[src/shared/smws_pkg.sv]
// Shared constants and types of the operating-mode and wake sequencer.
package smws_pkg;

  localparam int CLK_MHZ = 125;
  // Normal Request timeout in milliseconds.
  localparam int NRQ_TIMEOUT_MS = 350;
  localparam int NRQ_TIMEOUT_CYC = NRQ_TIMEOUT_MS * CLK_MHZ * 1000;
  // Reset hold duration in milliseconds.
  localparam int RST_HOLD_MS = 15;
  localparam int RST_HOLD_CYC = RST_HOLD_MS * CLK_MHZ * 1000;
  // Wake interrupt pulse width in microseconds.
  localparam int INT_PULSE_US = 10;
  localparam int INT_PULSE_CYC = INT_PULSE_US * CLK_MHZ;
  // Over-current deglitch after Stop entry in microseconds.
  localparam int OC_DEGLITCH_US = 40;
  localparam int OC_DEGLITCH_CYC = OC_DEGLITCH_US * CLK_MHZ;
  // Delay from the end of the interrupt pulse to the first SPI access, microseconds.
  localparam int FIRST_SPI_US = 20;
  localparam int FIRST_SPI_CYC = FIRST_SPI_US * CLK_MHZ;
  // Stop watchdog period in milliseconds.
  localparam int STOP_WATCHDOG_FAULT_OUTPUT_MS = 100;
  localparam int STOP_WATCHDOG_FAULT_OUTPUT_CYC = STOP_WATCHDOG_FAULT_OUTPUT_MS * CLK_MHZ * 1000;
  localparam int CNT_W = 32;

  // Origin of the current Normal Request visit.
  localparam logic [1:0] ORG_POWER = 2'h0;
  localparam logic [1:0] ORG_STOP = 2'h1;
  localparam logic [1:0] ORG_SLEEP = 2'h2;

  // Wake source flag positions in the recorded wake sources.
  localparam int WSRC_CAN = 0;
  localparam int WSRC_INPUT = 1;

  typedef enum logic [2:0] {
    SMWS_RESET = 3'b000,
    SMWS_NREQ = 3'b001,
    SMWS_RUN = 3'b011,
    SMWS_STOP = 3'b010,
    SMWS_SLEEP = 3'b110
  } smws_state_t;

  // Chip-side wake events seen in Stop.
  typedef struct packed {
    logic can_wake;
    logic input_wake;
    logic forced_wake;
    logic over_current;
  } smws_wake_t;

endpackage
[src/logic/smws_sync.sv]
// Two-flip-flop synchroniser for an asynchronous level.
`timescale 1ns/100ps
module smws_sync #(
  parameter int W = 1
) (
  input wire logic clk_in,
  input wire logic rstn_in,
  input wire logic [W-1:0] d_in,
  output logic [W-1:0] q_out
);

  logic [W-1:0] meta_r;
  logic [W-1:0] sync_r;

  // The first stage feeds only the second stage.
  always_ff @(posedge clk_in or negedge rstn_in) begin
    if (!rstn_in) begin
      meta_r <= '0;
      sync_r <= '0;
    end else begin
      meta_r <= d_in;
      sync_r <= meta_r;
    end
  end

  assign q_out = sync_r;

endmodule

[src/logic/smws_timer.sv]
// Down-counting one-shot timer used for every sequencer delay.
`timescale 1ns/100ps
module smws_timer #(
  parameter int W = 32
) (
  input wire logic clk_in,
  input wire logic rstn_in,
  input wire logic start_in,
  input wire logic [W-1:0] load_in,
  input wire logic stop_in,
  output logic busy_out,
  output logic done_out
);

  logic [W-1:0] cnt_r;
  logic done_r;

  // A start restarts the count even while busy; done pulses one cycle at zero.
  always_ff @(posedge clk_in or negedge rstn_in) begin
    if (!rstn_in) begin
      cnt_r <= '0;
      done_r <= 1'b0;
    end else if (start_in) begin
      cnt_r <= load_in;
      done_r <= 1'b0;
    end else if (stop_in) begin
      cnt_r <= '0;
      done_r <= 1'b0;
    end else begin
      done_r <= (cnt_r == {{(W-1){1'b0}}, 1'b1});
      cnt_r <= (cnt_r != '0) ? cnt_r - 1'b1 : cnt_r;
    end
  end

  assign busy_out = (cnt_r != '0);
  assign done_out = done_r;

endmodule

[src/logic/smws_top.sv]
// Operating-mode sequencer: Normal Request timeout, Stop entry and Stop wake-up.
// Function
// Unconfigured Normal Request after power or Stop resets.
// Keep cycling Normal Request and Reset forever.
// Unconfigured Normal Request after Sleep returns Sleep.
// Chip-side Stop wake enters Normal Request, interrupts.
// Chip select rising edge wakes from Stop.
// Over-current wake: interrupt, no flag set.
// Enter Normal Request first, then 10 us pulse.
// Record CAN or input wake source flag.
// Over-current or forced wake sets no source.
// SPI accepted only after first access delay.
// Host wakes by chip select before watchdog ends.
// Stop watchdog expiry asserts reset, enters Normal Request.
// Stop entered on chip select rising edge.
// Over-current wake deglitched 40 us after entry.
// Normal Request entry starts 350 ms timer.
// Reset holds reset low, then Normal Request.
// Stop wake skips Reset mode.
// Host configures watchdog timing during Normal Request.
// Interrupt output active low, idles high.
`timescale 1ns/100ps
module smws_top #(
  parameter int NRQ_TIMEOUT_CYC = smws_pkg::NRQ_TIMEOUT_CYC,
  parameter int RST_HOLD_CYC = smws_pkg::RST_HOLD_CYC,
  parameter int STOP_WATCHDOG_FAULT_OUTPUT_CYC = smws_pkg::STOP_WATCHDOG_FAULT_OUTPUT_CYC
) (
  input wire logic clk_in,
  input wire logic rstn_in,
  input wire logic spi_csn_in,
  input wire logic watchdog_fault_output_config_in,
  input wire logic stop_cmd_in,
  input wire logic sleep_cmd_in,
  input wire logic run_cmd_in,
  input wire logic sleep_wake_in,
  input wire logic stop_watchdog_fault_output_en_in,
  input wire logic can_wake_in,
  input wire logic input_wake_in,
  input wire logic forced_wake_in,
  input wire logic over_current_in,
  input wire logic wake_src_clear_in,
  output logic rst_n_out,
  output logic int_n_out,
  output logic spi_ready_out,
  output logic [1:0] wake_src_out,
  output logic [2:0] mode_out
);

  localparam int W = smws_pkg::CNT_W;

  smws_pkg::smws_state_t state_r;
  smws_pkg::smws_state_t state_nxt;
  logic [1:0] origin_r;
  logic stop_pending_r;
  logic csn_prev_r;
  logic int_n_r;
  logic spi_ready_r;
  logic [1:0] wake_src_r;
  logic rst_n_r;
  logic csn_s;
  logic cs_act_s;
  smws_pkg::smws_wake_t wake_raw;
  smws_pkg::smws_wake_t wake_s;

  // The chip-side wake pins and chip select pass a two-stage synchroniser; sleep_wake_in is used unsynchronised.
  assign wake_raw = '{can_wake: can_wake_in, input_wake: input_wake_in,
                      forced_wake: forced_wake_in, over_current: over_current_in};

  // The synchroniser clears to zero, so it carries the active level of chip select.
  // An idle-high pin then reads as idle straight out of reset and no false rising edge follows.
  smws_sync #(.W(1)) u_sync_cs (
    .clk_in(clk_in),
    .rstn_in(rstn_in),
    .d_in(~spi_csn_in),
    .q_out(cs_act_s)
  );
  assign csn_s = ~cs_act_s;

  smws_sync #(.W(4)) u_sync_wake (
    .clk_in(clk_in),
    .rstn_in(rstn_in),
    .d_in(wake_raw),
    .q_out(wake_s)
  );

  // Timer control wires.
  logic nrq_start;
  logic nrq_stop;
  logic nrq_done;
  logic rst_start;
  logic rst_done;
  logic rst_busy;
  logic wd_start;
  logic wd_done;
  logic oc_start;
  logic oc_busy;
  logic ip_start;
  logic ip_done;
  logic ip_busy;
  logic fs_start;
  logic fs_busy;

  // Decode of events.
  logic cs_rise;
  logic in_stop;
  logic oc_wake;
  logic chip_wake;
  logic host_wake;
  logic wd_expire;
  logic stop_wake;
  logic cfg_ok;
  assign cs_rise = csn_s & ~csn_prev_r;
  assign in_stop = (state_r == smws_pkg::SMWS_STOP);
  assign oc_wake = in_stop & wake_s.over_current & ~oc_busy;
  assign chip_wake = in_stop & (wake_s.can_wake | wake_s.input_wake | wake_s.forced_wake);
  assign host_wake = in_stop & cs_rise;
  assign wd_expire = in_stop & stop_watchdog_fault_output_en_in & wd_done;
  assign stop_wake = chip_wake | host_wake | oc_wake | wd_expire;
  // Commands are refused until the first-access delay after a wake has run out.
  assign cfg_ok = watchdog_fault_output_config_in & spi_ready_r;

  // Timer starts follow the transitions taken this cycle.
  assign nrq_start = (state_nxt == smws_pkg::SMWS_NREQ) && (state_r != smws_pkg::SMWS_NREQ);
  assign nrq_stop = (state_r == smws_pkg::SMWS_NREQ) && cfg_ok;
  // An idle hold timer in Reset starts it, which also covers the first cycle after power-up.
  assign rst_start = (state_nxt == smws_pkg::SMWS_RESET) && !rst_busy && !rst_done;
  assign wd_start = (state_nxt == smws_pkg::SMWS_STOP) && (state_r != smws_pkg::SMWS_STOP);
  assign oc_start = wd_start;
  assign ip_start = in_stop && stop_wake && !wd_expire;
  assign fs_start = ip_done;

  // Normal Request timeout; a watchdog configuration stops it early.
  smws_timer #(
    .W(W)
  ) u_nrq (
    .clk_in(clk_in),
    .rstn_in(rstn_in),
    .start_in(nrq_start),
    .load_in(W'(NRQ_TIMEOUT_CYC)),
    .stop_in(nrq_stop),
    .busy_out(),
    .done_out(nrq_done)
  );

  // Reset hold; the mode leaves Reset on its done pulse.
  smws_timer #(
    .W(W)
  ) u_rst (
    .clk_in(clk_in),
    .rstn_in(rstn_in),
    .start_in(rst_start),
    .load_in(W'(RST_HOLD_CYC)),
    .stop_in(1'b0),
    .busy_out(rst_busy),
    .done_out(rst_done)
  );

  // Stop watchdog; held clear outside Stop so a stale done pulse cannot leak into another mode.
  smws_timer #(
    .W(W)
  ) u_wd (
    .clk_in(clk_in),
    .rstn_in(rstn_in),
    .start_in(wd_start),
    .load_in(W'(STOP_WATCHDOG_FAULT_OUTPUT_CYC)),
    .stop_in(~in_stop),
    .busy_out(),
    .done_out(wd_done)
  );

  // Over-current deglitch, restarted on every Stop entry so the host can settle first.
  smws_timer #(
    .W(W)
  ) u_oc (
    .clk_in(clk_in),
    .rstn_in(rstn_in),
    .start_in(oc_start),
    .load_in(W'(smws_pkg::OC_DEGLITCH_CYC)),
    .stop_in(1'b0),
    .busy_out(oc_busy),
    .done_out()
  );

  // Wake interrupt pulse width.
  smws_timer #(
    .W(W)
  ) u_ip (
    .clk_in(clk_in),
    .rstn_in(rstn_in),
    .start_in(ip_start),
    .load_in(W'(smws_pkg::INT_PULSE_CYC)),
    .stop_in(1'b0),
    .busy_out(ip_busy),
    .done_out(ip_done)
  );

  // First-access delay, chained to the end of the pulse so the two never overlap.
  smws_timer #(
    .W(W)
  ) u_fs (
    .clk_in(clk_in),
    .rstn_in(rstn_in),
    .start_in(fs_start),
    .load_in(W'(smws_pkg::FIRST_SPI_CYC)),
    .stop_in(1'b0),
    .busy_out(fs_busy),
    .done_out()
  );

  // Next-mode selection; a Stop command takes effect only at the frame's chip select rise.
  always_comb begin
    state_nxt = state_r;
    case (state_r)
      smws_pkg::SMWS_RESET: begin
        if (rst_done) begin
          state_nxt = smws_pkg::SMWS_NREQ;
        end
      end
      smws_pkg::SMWS_NREQ: begin
        if (cfg_ok) begin
          state_nxt = smws_pkg::SMWS_RUN;
        end else if (nrq_done && origin_r == smws_pkg::ORG_SLEEP) begin
          state_nxt = smws_pkg::SMWS_SLEEP;
        end else if (nrq_done) begin
          state_nxt = smws_pkg::SMWS_RESET;
        end
      end
      smws_pkg::SMWS_RUN: begin
        if (stop_pending_r && cs_rise) begin
          state_nxt = smws_pkg::SMWS_STOP;
        end else if (sleep_cmd_in) begin
          state_nxt = smws_pkg::SMWS_SLEEP;
        end
      end
      smws_pkg::SMWS_STOP: begin
        if (stop_wake) begin
          state_nxt = smws_pkg::SMWS_NREQ;
        end
      end
      smws_pkg::SMWS_SLEEP: begin
        if (sleep_wake_in) begin
          state_nxt = smws_pkg::SMWS_RESET;
        end
      end
      default: begin
        state_nxt = smws_pkg::SMWS_RESET;
      end
    endcase
  end

  // Mode register, origin of each Normal Request visit and the armed Stop command.
  always_ff @(posedge clk_in or negedge rstn_in) begin
    if (!rstn_in) begin
      state_r <= smws_pkg::SMWS_RESET;
      origin_r <= smws_pkg::ORG_POWER;
      stop_pending_r <= 1'b0;
      csn_prev_r <= 1'b1;
    end else begin
      state_r <= state_nxt;
      csn_prev_r <= csn_s;
      if (state_r == smws_pkg::SMWS_STOP && state_nxt == smws_pkg::SMWS_NREQ) begin
        origin_r <= smws_pkg::ORG_STOP;
      end else if (state_r == smws_pkg::SMWS_SLEEP && state_nxt == smws_pkg::SMWS_RESET) begin
        origin_r <= smws_pkg::ORG_SLEEP;
      end else if (state_r == smws_pkg::SMWS_NREQ && state_nxt == smws_pkg::SMWS_RESET) begin
        origin_r <= smws_pkg::ORG_POWER;
      end
      if (state_r != smws_pkg::SMWS_RUN || run_cmd_in || sleep_cmd_in) begin
        stop_pending_r <= 1'b0;
      end else if (stop_cmd_in) begin
        stop_pending_r <= 1'b1;
      end
    end
  end

  // Wake source flags: hardware set wins over a software clear in the same cycle.
  logic [1:0] src_set;
  assign src_set[smws_pkg::WSRC_CAN] = in_stop & wake_s.can_wake;
  assign src_set[smws_pkg::WSRC_INPUT] = in_stop & wake_s.input_wake;

  always_ff @(posedge clk_in or negedge rstn_in) begin
    if (!rstn_in) begin
      wake_src_r <= 2'h0;
    end else begin
      wake_src_r <= src_set | (wake_src_clear_in ? 2'h0 : wake_src_r);
    end
  end

  // Interrupt pulse starts the cycle after Normal Request is entered, so mode leads the pin.
  always_ff @(posedge clk_in or negedge rstn_in) begin
    if (!rstn_in) begin
      int_n_r <= 1'b1;
      spi_ready_r <= 1'b1;
      rst_n_r <= 1'b0;
    end else begin
      int_n_r <= ~(ip_busy & ~ip_start);
      spi_ready_r <= ~(ip_busy | fs_busy | ip_start | fs_start);
      rst_n_r <= (state_nxt != smws_pkg::SMWS_RESET) && (state_nxt != smws_pkg::SMWS_SLEEP) && !wd_expire;
    end
  end

  assign rst_n_out = rst_n_r;
  assign int_n_out = int_n_r;
  assign spi_ready_out = spi_ready_r;
  assign wake_src_out = wake_src_r;
  assign mode_out = state_r;

endmodule

[config.mk]
export PLATFORM = sky130hd
export DESIGN_NAME = smws_top
export DESIGN_NICKNAME = d
export VERILOG_FILES = /design/src/shared/smws_pkg.sv /design/src/logic/smws_sync.sv /design/src/logic/smws_timer.sv /design/src/logic/smws_top.sv
export SDC_FILE = /design/constraint.sdc
export NUM_CORES = 1
export LEC_CHECK = 0
export BUFFER_PORTS_ARGS = -buffer_cell sky130_fd_sc_hd__buf_2
export CAP_MARGIN = 0
export CORE_MARGIN = 2
export CORE_UTILIZATION = 58
export DETAILED_ROUTE_END_ITERATION = 8
export PLACE_DENSITY_LB_ADDON = 0.12
export RECOVER_POWER = 100
export SYNTH_ARGS = -nofsm -noshare
export SYNTH_HDL_FRONTEND = slang
export SYNTH_HIERARCHICAL = 1
export SYNTH_SLANG_ARGS = --single-unit
[constraint.sdc]
create_clock -name clk_in -period 3.4 [get_ports clk_in]
set_input_delay 1.02 -clock clk_in [delete_from_list [all_inputs] [get_ports clk_in]]
set_output_delay 1.02 -clock clk_in [all_outputs]
set_load 0.05 [all_outputs]
* Word level (Yosys, flattened, before mapping) *
Cells that the tools add are included.

word-level totals
  logic and storage cells = 141
  flip-flop bits (word level) = 218

operators by class
  bitwise logic cells = 27
  reductions and logical operators = 35
  $add $sub $neg = 6
  equal/unequal tests = 16
  muxes and demuxes = 35

operator list
  operator                                                              count
  32-bit 2-to-1 mux                                                     14
  32-bit nonzero test                                                   6
  32-bit by 1-bit subtractor with 32-bit output, second input constant  6
  32-bit by 1-bit == test with 1-bit output, second input constant      4
  3-bit 2-to-1 mux                                                      8
  3-bit one-hot mux with 5 select lines                                 1
  1-bit logical AND                                                     14
  1-bit AND                                                             11
  2-bit nonzero test                                                    5
  3-bit by 2-bit == test with 1-bit output, second input constant       3
  3-bit by 2-bit != test with 1-bit output, second input constant       3
  3-bit nonzero test                                                    3
  1-bit 2-to-1 mux                                                      8
  2-bit 2-to-1 mux                                                      4
  1-bit bitwise OR                                                      8
  1-bit inverter                                                        7
  3-bit by 1-bit == test with 1-bit output, second input constant       2
  3-bit zero test                                                       2
  3-bit == test, second input constant                                  1
  1-bit zero test                                                       3
  3-bit by 1-bit != test with 1-bit output, second input constant       1
  3-bit != test, second input constant                                  1
  2-bit == test, second input constant                                  1
  1-bit logical OR                                                      2
  2-bit bitwise OR                                                      1

* Longest topological paths before layout *
Gate-level depths: netlist (run 1).

  word-level depth = 13
  mapped depth = 19

* Hierarchy *
The synthesis (run 1) kept the hierarchy.

modules (own cells, without submodules)
  module                    sequential area each (um^2)  area an instance (um^2)  times used  cells each
  smws_timer at u_fs ...    825.8                        2026.9                   3           226
  smws_timer at u_rst ...   825.8                        2024.4                   2           225
  smws_timer at u_oc        825.8                        2043.2                   1           215
  smws_top                  304.0                        704.4                    1           72
  smws_sync at u_sync_wake  200.2                        200.2                    1           8
  smws_sync at u_sync_cs    50.0                         50.0                     1           2

* Worst setup path before layout (run 1) *
No wires, ideal clock.

  path kind = flip-flop to flip-flop
  start = register u_oc.cnt_r[22]
  end = register u_nrq.cnt_r[18]
  cell stages (with the launch flop) = 16
  arrival time = 3552 ps
  setup time = 126 ps
  clock period less this slack = 3678 ps
  buffers on the path = 2
  setup slack = -278 ps
  path through = dfrtp_1 or4_4 nor4_4 nand2_4 nor2_8 inv_6 nor2b_1 nor3_4 a21oi_2 inv_2 nor3_1 clkbuf_1 or2_2 clkbuf_1 nor2_1 a221o_1

on the way
  word-level cells in the longest chain between the ends = 10
  elaborated cells on any way between the ends = 11
  those cells by class = eq/ne (1); mux (3); bitwise (4); reduce/logical (3)

RTL lines
  element                                                            RTL line          text
  start, declared                                                    smws_timer.sv:15  logic [W-1:0] cnt_r;
  start signal, assigned                                             smws_timer.sv:24  cnt_r <= load_in;
  start signal, assigned                                             smws_timer.sv:31  cnt_r <= (cnt_r != '0) ? cnt_r - 1'b1 : cnt_r;
  32-bit nonzero test *                                              smws_timer.sv:35  assign busy_out = (cnt_r != '0);
  net oc_busy                                                        smws_top.sv:96    logic oc_busy;
  1-bit inverter *                                                   smws_top.sv:114   assign oc_wake = in_stop & wake_s.over_current & ~oc_busy;
  1-bit AND *                                                        smws_top.sv:114
  1-bit bitwise OR * (2 in a row)                                    smws_top.sv:118   assign stop_wake = chip_wake | host_wake | oc_wake | wd_expire;
  3-bit 2-to-1 mux *                                                 smws_top.sv:236   if (stop_wake) begin
  3-bit one-hot mux with 5 select lines *                            smws_top.sv:213   case (state_r)
  net state_nxt[1]                                                   smws_top.sv:52    smws_pkg::smws_state_t state_nxt;
  3-bit by 1-bit == test with 1-bit output *                         smws_top.sv:123   assign nrq_start = (state_nxt == smws_pkg::SMWS_NREQ) && (state_r != smws_pkg::SMWS_NREQ);
  1-bit logical AND *                                                smws_top.sv:123
  net nrq_start                                                      smws_top.sv:87    logic nrq_start;
  3-bit nonzero test (no line) or 32-bit 2-to-1 mux (tied branches)  n/a
  end signal, assigned                                               smws_timer.sv:24
  end signal, assigned                                               smws_timer.sv:31
  end, declared                                                      smws_timer.sv:15

The timed path passes the listed nets; every way through them passes the cells marked *.
A chain may end at the register's enable or synchronous reset.

* Worst setup path after layout (run 1) *
  start = register u_oc.cnt_r[22]
  end = register u_rst.cnt_r[18]

on the way
  word-level cells in the longest chain between the ends = 11
  elaborated cells on any way between the ends = 12
  those cells by class = mux (3); bitwise (4); reduce/logical (5)

RTL lines
  element                                                  RTL line          text
  32-bit nonzero test *                                    smws_timer.sv:35
  net oc_busy                                              smws_top.sv:96
  1-bit inverter *                                         smws_top.sv:114
  1-bit AND *                                              smws_top.sv:114
  1-bit bitwise OR * (2 in a row)                          smws_top.sv:118
  3-bit 2-to-1 mux *                                       smws_top.sv:236
  3-bit one-hot mux with 5 select lines *                  smws_top.sv:213
  net state_nxt[0]                                         smws_top.sv:52
  3-bit zero test *                                        smws_top.sv:126   assign rst_start = (state_nxt == smws_pkg::SMWS_RESET) && !rst_busy && !rst_done;
  1-bit logical AND * (2 in a row)                         smws_top.sv:126
  net rst_start                                            smws_top.sv:90    logic rst_start;
  32-bit 2-to-1 mux or 2-bit nonzero test (tied branches)  n/a
  end signal, assigned                                     smws_timer.sv:24
  end signal, assigned                                     smws_timer.sv:31
  end, declared                                            smws_timer.sv:15

Marked as above.

==> impl_metrics.ini, run 1 <==
[clock_network]
root_buffer = clkbuf_16
cts_buffer_depth = 3
clock-sinks = 218
cts_max_level = 1
clk_latency_ps = 530
path_clk_slew_ps = 60
cts_tree = yes
cts_made_buffers = 26

[routing]
ant_nets = 0
first_pass_iters = 5
drt-vias-per-instance = 5.67
vias = 11157
finalWirelength_um = 30300
drc = 0
drtIter0Drc = 644
wl_per_cell_um = 15.4

[finish]
drive_above_1_share_pct = 14.1
nFillCells = 1692
fin_util_pct = 70.6
regArea_mm2 = 0.00546
multi_input_area_mm2 = 0.00796
diodes = 0
fin_nets = 1693
syn_to_final_growth_pct = 18.9

[timing]
fin_crit_sh_pct = 98.1
hold_viol = 0
worstMarginPinSlew_ps = 1440
fmax_ghz = 0.300
finClkSkew_ps = 17.0
slew_headroom_pct = 4.20
rsz0062_at_grt = yes
tns_ps = 0
drv_slew = 0
final-setup-viol-count = 0
min_period_ps = 3340

[floorplanning]
core_mm2 = 0.0219
die_area_mm2 = 0.0236
die_h_um = 154
io_pins = 22
initial_core_util_pct = 59.4
rows = 54
die_w_um = 154

[critical_path]
rr_worst_depth = 15
path_common_cell = nor4_4
crit_chain = or4_4, nor4_4, nand2_4, nor2_8, inv_6, nor2b_4, nor3_4, a21oi_2, nor2_2, inv_2, nor4_4, buf_4, or2_2, or3_1, a31oi_1
crit_type = flop to flop
cp_slowest_cell = or4_4
cp.arrival_ps = 3780
start_kind = flop
critPathCaptureType = flop
critPathMaxFanout = 7
slowest_delay_ps = 550
worstPathRequired_ps = 3850

[place]
dp_hpwl_um = 20500
place_congestion = 0.863
port_buffers = 21

[hold_path]
hold_class = flop to flop
holdPathStages = 0

[synthesis]
yosysWarnings = 6
netlist_area_mm2 = 0.0130
syn_avg_cell_area_um2 = 9.21
synth_cells = 1411

[global_routing]
grt_pass1_wl_um = 52100
grt_usage_pct = 25.8
first_global_vias = 10772
grt_max_degree = 81
gr-total-overflow = 0
antenna_found_initial = 0

[pwr]
p_leak_nw = 6.91
p_per_area_mw_per_mm2 = 944
ir_drop_v = 0.000477

[job]
drv_cap = 0

[outcome]
outcome = finished clean
-- per-stage QoR --
stage,hold slack [ps],cells,total power [mW],setup slack [ps],cell area [um2]
after floorplan,331,1625,9.55,15.8,13800
after global placement,332,1915,11.1,80.3,14500
after detailed placement,335,1915,11.3,-8.36,14500
after CTS,348,1962,14.5,41.8,15400
after global routing,369,1968,15.7,-72.9,15500
final,347,1968,14.6,63.6,15500
-- power breakdown --
group	switching, mW	total (mW)	internal, mW
registers	0.921	4.29	3.37
logic	4.26	7.20	2.94
clock network	1.12	3.09	1.97
total	6.30	14.6	8.29
-- final timing paths --
path                                  startpoint                   end  slack, ps
hold / removal             u_sync_wake/meta_r[3]  u_sync_wake/q_out[3]        350
setup / recovery                  u_oc/cnt_r[22]       u_rst/cnt_r[18]         60
min in group asynchronous                rstn_in         u_ip/cnt_r[3]        820
setup reg to reg                  u_oc/cnt_r[22]       u_rst/cnt_r[18]         60
hold reg to reg            u_sync_wake/meta_r[3]  u_sync_wake/q_out[3]        350
max in group asynchronous                rstn_in       u_rst/cnt_r[18]        650
-- per-layer routing --
metal	share of wire, %	GRT usage (%)	vias to the layer above	wire length (um)
met2	48	42.9	232	14500
met1	46	37.0	5373	14000
li1	-	-	5514	-
met3	3.9	2.76	38	1190
met4	1.7	5.46	0	510
met5	0	0	-	0
-- cell type report --
class                      count  area share [%]
multi-input combinational   1307            51.5
timing repair buffer          86            3.89
inverter                      30           0.761
clock buffer                  35            4.75
sequential                   218            35.3
clock inverter                12            1.49
tap                          280            2.27
-- layout by cell type (no fill, tap or decap), types with 8 or more instances in the layout --
cell type  count
nor2_1        79
nor3_1        60
a21oi_1       69
or2_2         10
or3_1         17
conb_1       216
nor4_1        37
or4_1         31
ha_1          10
clkbuf_1       8
xor2_1        49
clkbuf_16     26
nor4_2        13
nand4_1       40
xnor2_1       53
a32oi_1       16
buf_4         60
o31ai_1       15
mux2i_1       11
o21ai_1       48
nor3b_1        8
nor4_4        14
inv_1         26
o21ai_0       66
or4_4          9
nand3_1       31
dfrtp_1      215
buf_2         17
a22oi_1       15
nand4b_1      10
o21ai_2       14
nand2_1      208
nand2b_1       8
-- state kept, by name, indices dropped and copies added, names as in the netlist, 2 cells and up --
signal	flops
u_nrq/cnt_r	32
u_fs/cnt_r	32
origin_r	2
u_oc/cnt_r	32
mode_out	3
u_rst/cnt_r	32
u_wd/cnt_r	32
u_sync_wake/q_out	4
u_sync_wake/meta_r	4
wake_src_out	2
u_ip/cnt_r	32
-- critical path, delay by kind of cell, from the launching register on --
kind	cells	cell delay (ps)
AND/OR/NAND/NOR	10	2170
flip-flops	1	410
AO/OA/AOI/OAI	2	370
buffers and inverters	3	280
-- timing repair --
item                       4_1_cts  5_1_grt
pin swaps                        0        6
setup endpoints to repair        2       49
gates resized for setup          1        7
hold buffers                     0        0
buffers inserted                 0        6
Power figures use the tool's default switching activity.
==> run 2: changes to the inputs <==
==> constraint.sdc (replaced) <==
create_clock -name clk_in -period 3.4 [get_ports clk_in]
set_input_delay 0 -clock clk_in [delete_from_list [all_inputs] [get_ports clk_in]]
set_output_delay 0 -clock clk_in [all_outputs]
set_load 0.05 [all_outputs]
==> impl_metrics.ini, run 2 (synthesis results as in run 1) <==
[outcome]
outcome = finished with violations
violations = capacitance limit, slew limit

[clock_network]
cts_tree = yes
clk_latency_ps = 530
root_buffer = clkbuf_16
path_clk_slew_ps = 60
clock-sinks = 218
cts_max_level = 1
cts_buffer_depth = 3
cts_made_buffers = 25

[floorplanning]
die_area_mm2 = 0.0236
core_mm2 = 0.0219
die_h_um = 154
initial_core_util_pct = 59.4
io_pins = 22
rows = 54
die_w_um = 154

[routing]
finalWirelength_um = 30300
vias = 11187
wl_per_cell_um = 15.4
drtIter0Drc = 667
first_pass_iters = 7
drc = 0
ant_nets = 0
drt-vias-per-instance = 5.69

[global_routing]
gr-total-overflow = 0
grt_usage_pct = 26.3
antenna_found_initial = 0
grt_max_degree = 116
first_global_vias = 11203
grt_pass1_wl_um = 53300

[finish]
drive_above_1_share_pct = 12.7
syn_to_final_growth_pct = 17.6
nFillCells = 1764
layout_commonest_cell = conb_1
final_cell_mix = conb_1 (216), dfrtp_1 (215), nand2_1 (208), nor2_1 (79), a21oi_1 (69)
diodes = 0
fin_util_pct = 69.9
fin_nets = 1697

[timing]
fin_hold_ws_ps = 70.5
fmax_ghz = 0.305
min_period_ps = 3280
final-setup-viol-count = 0
timing.final.ws_setup_ps = 121
slew_headroom_pct = -100
drv_slew = 115
hold_viol = 0
rsz0062_at_grt = yes
tns_ps = 0
fin_crit_sh_pct = 96.4
worstMarginPinSlew_ps = 3000
finClkSkew_ps = 11.9

[critical_path]
worstPathRequired_ps = 3810
start_kind = flop
cp.arrival_ps = 3690
critPathCaptureType = flop
crit_start = u_oc/cnt_r[11]
crit_type = flop to flop
timing.rr.start = u_oc/cnt_r[11]
critPathMaxFanout = 5

[place]
dp_hpwl_um = 20200
place_congestion = 0.848
port_buffers = 21
place_ws_ps = 46.8

[pwr]
p_per_area_mw_per_mm2 = 905
ir_drop_v = 0.000529
power_mw = 13.8
p_leak_nw = 6.80

[job]
drv_cap = 1

[hold_path]
hold_class = primary input to flop
min-delay-start = watchdog_fault_output_config_in
## run 2: layout make-up
| type | instances | area (um2) | share of cell area (%) |
|---|---|---|---|
| timing repair buffer | 91 | 674 | 4.41 |
| clock buffer | 37 | 711 | 4.65 |
| multi-input combinational | 1307 | 7960 | 52.0 |
| tap | 280 | 350 | 2.29 |
| clock inverter | 4 | 23.8 | 0.155 |
| sequential | 218 | 5460 | 35.7 |
| inverter | 30 | 118 | 0.769 |
## run 2: metal layers
layer	track usage, %	up-vias	routed length, um
met3	2.93	45	1270
met4	6.47	0	468
li1	-	5546	-
met2	43.7	222	14600
met1	37.2	5374	14000
met5	0	-	0
## run 2: worst paths after layout
check	slack [ps]	cells after the start	endpoint
max	120	14	u_rst/cnt_r[10]
min	70	5	mode_out[1]
max reg2reg	120	14	u_rst/cnt_r[10]
min reg2reg	350	0	u_sync_wake/q_out[1]
max in group asynchronous	580	3	csn_prev_r
min in group asynchronous	980	2	u_ip/cnt_r[14]
## run 2: per-stage QoR
| stage | std cells | cell area, um2 |
|---|---|---|
| after global placement | 1913 | 14400 |
| after CTS | 1967 | 15300 |
| final | 1967 | 15300 |
| after global routing | 1967 | 15300 |
| after detailed placement | 1913 | 14400 |
| after floorplan | 1625 | 13800 |
## run 2: power by group
part / switching (mW) / leakage, nW / internal [mW]
combinational: 4.22 / 3.54 / 2.85
sequential: 0.915 / 2.90 / 3.37
clock: 1.05 / 0.363 / 1.43
total: 6.19 / 6.80 / 7.65
## run 2: repair_timing
action,CTS,global route
buffers inserted,0,0
endpoints found under the hold margin,122,0
resized for setup,0,9
setup endpoints to repair,0,56
hold buffers,13,0
## run 2: worst max-delay path, stage by stage (launching register included)
cell and delay [ps]:
dfrtp_1 390, or4_1 570, nor3_2 230, nand2_2 130, nor2_8 170, inv_6 40
nor2b_2 140, nor3_4 80, a21oi_2 230, nor2_2 110, inv_2 90, nor4_4 60
nor2_1 310, nand4b_1 310, a32o_1 300
==> run 3: changes to the inputs <==
- PLACE_DENSITY: not set -> 0.77
- PLACE_DENSITY_LB_ADDON: 0.12 -> not set
==> impl_metrics.ini, run 3 (synthesis results as in run 1) <==
[outcome]
outcome = finished with violations
violations = capacitance limit, slew limit

[timing]
final-setup-viol-count = 0
min_period_ps = 3240
worstMarginPinSlew_ps = 2710
tns_ps = 0
fin_crit_sh_pct = 95.3
timing.final.ws_setup_ps = 161
hold_viol = 0
finClkSkew_ps = 9.62
slew_headroom_pct = -80.4
drv_slew = 107
rsz0062_at_grt = no
fmax_ghz = 0.309

[critical_path]
critPathMaxFanout = 11
rr_worst_depth = 15
cp.arrival_ps = 3680
rrSetupSlack_ps = 160
start_kind = flop
timing.rr.start = u_oc/cnt_r[22]
worstPathRequired_ps = 3840
regToRegEndpoint = u_rst/cnt_r[18]
crit_type = flop to flop
critPathCaptureType = flop

[routing]
finalWirelength_um = 30000
ant_nets = 0
drc = 0
first_pass_iters = 5
vias = 11064
drt-vias-per-instance = 5.62
drtIter0Drc = 900
wl_per_cell_um = 15.2

[global_routing]
first_global_vias = 10869
grt_usage_pct = 25.8
grt_pass1_wl_um = 52200
grt_max_degree = 108
antenna_found_initial = 0
gr-total-overflow = 0

[clock_network]
cts_made_buffers = 25
cts_buffer_depth = 3
cts_max_level = 1
clk_latency_ps = 520
root_buffer = clkbuf_16
path_clk_slew_ps = 60
clock-sinks = 218
cts_tree = yes

[place]
place_congestion = 0.852
place_ws_ps = 10.9
dp_hpwl_um = 20400
placed_cells = 1909
port_buffers = 21

[pwr]
power_mw = 14.1
p_leak_nw = 6.82
ir_drop_v = 0.000660
p_per_area_mw_per_mm2 = 915

[finish]
final_cell_mix = conb_1 (216), dfrtp_1 (215), nand2_1 (209), o21ai_0 (101), nor2_1 (80)
layout_commonest_cell = conb_1
drive_above_1_share_pct = 12.2
fin_nets = 1695
syn_to_final_growth_pct = 18.1
diodes = 0
fin_util_pct = 70.2
final_cells = 1970
nFillCells = 1724

[hold_path]
holdPathStages = 5
hold_class = primary input to flop
hold_end = mode_out[1]
min-delay-start = watchdog_fault_output_config_in

[floorplanning]
die_area_mm2 = 0.0236
initial_core_util_pct = 59.4
rows = 54
die_w_um = 154
core_mm2 = 0.0219
io_pins = 22
die_h_um = 154

[job]
drv_cap = 1
[run 3: changes by cell type in the layout (fill, tap and decap cells not counted), sizes merged]
cell / change
buf: -12
bufinv: +4
clkbuf: +4
clkinv: +3
clkinvlp: +3
dlygate4sd3: +1
[run 3: layout make-up]
cell class                 instances  area [um2]  area share, %
multi-input combinational       1307        7910           51.5
sequential                       218        5460           35.5
clock buffer                      32         692           4.50
timing repair buffer              89         647           4.21
tap                              280         350           2.28
clock inverter                    14         189           1.23
inverter                          30         118          0.766
[run 3: how the worst max path moves through the flow]
stage	startpoint	end	depth (start not counted)
2_1_floorplan	u_oc/cnt_r[10]	u_oc/cnt_r[9]	15
3_3_place_gp	u_oc/cnt_r[10]	u_nrq/cnt_r[9]	16
3_5_place_dp	u_oc/cnt_r[10]	u_rst/cnt_r[12]	14
4_1_cts	u_oc/cnt_r[10]	u_rst/cnt_r[18]	15
5_1_grt	u_oc/cnt_r[1]	u_oc/cnt_r[12]	16
6_report	u_oc/cnt_r[22]	u_rst/cnt_r[18]	15
[run 3: metal layers]
| metal | GRT usage (%) | vias to the layer above | share of wire (%) |
|---|---|---|---|
| met5 | 0 | - | 0 |
| met1 | 36.0 | 5252 | 46 |
| met2 | 43.2 | 232 | 49 |
| met3 | 2.90 | 43 | 3.8 |
| li1 | - | 5537 | - |
| met4 | 7.03 | 0 | 2.0 |
[run 3: critical path, stage by stage, from the launching register on]
cell	delay (ps)
dfrtp_1	420
or4_4	560
nor4_4	230
nand2_4	120
nor2_8	150
inv_6	40
nor2b_2	150
nor3_4	80
a21oi_2	170
nor2_2	80
inv_1	120
nor4_4	60
buf_4	160
or2_4	290
or3_1	360
a31oi_1	160
[run 3: what timing repair did]
action / CTS / global route
hold buffers: 14 / 0
setup buffers: 0 / 1
endpoints found under the setup margin: 4 / 55
resized for setup: 2 / 6
pin swaps: 0 / 2
hold endpoints to repair: 115 / 0
[run 3: per-stage QoR]
stage | instance area (um2) | hold WS [ps]
floorplan | 13800 | -296
CTS | 15400 | 28.0
global route | 15400 | 110
finish | 15400 | 104
global placement | 14400 | 108
detailed placement | 14400 | 110
[run 3: power by group]
| group | internal, mW | switching [mW] | leakage [nW] |
|---|---|---|---|
| Clock | 1.75 | 1.10 | 0.426 |
| Sequential | 3.37 | 0.928 | 2.90 |
| Combinational | 2.78 | 4.12 | 3.49 |
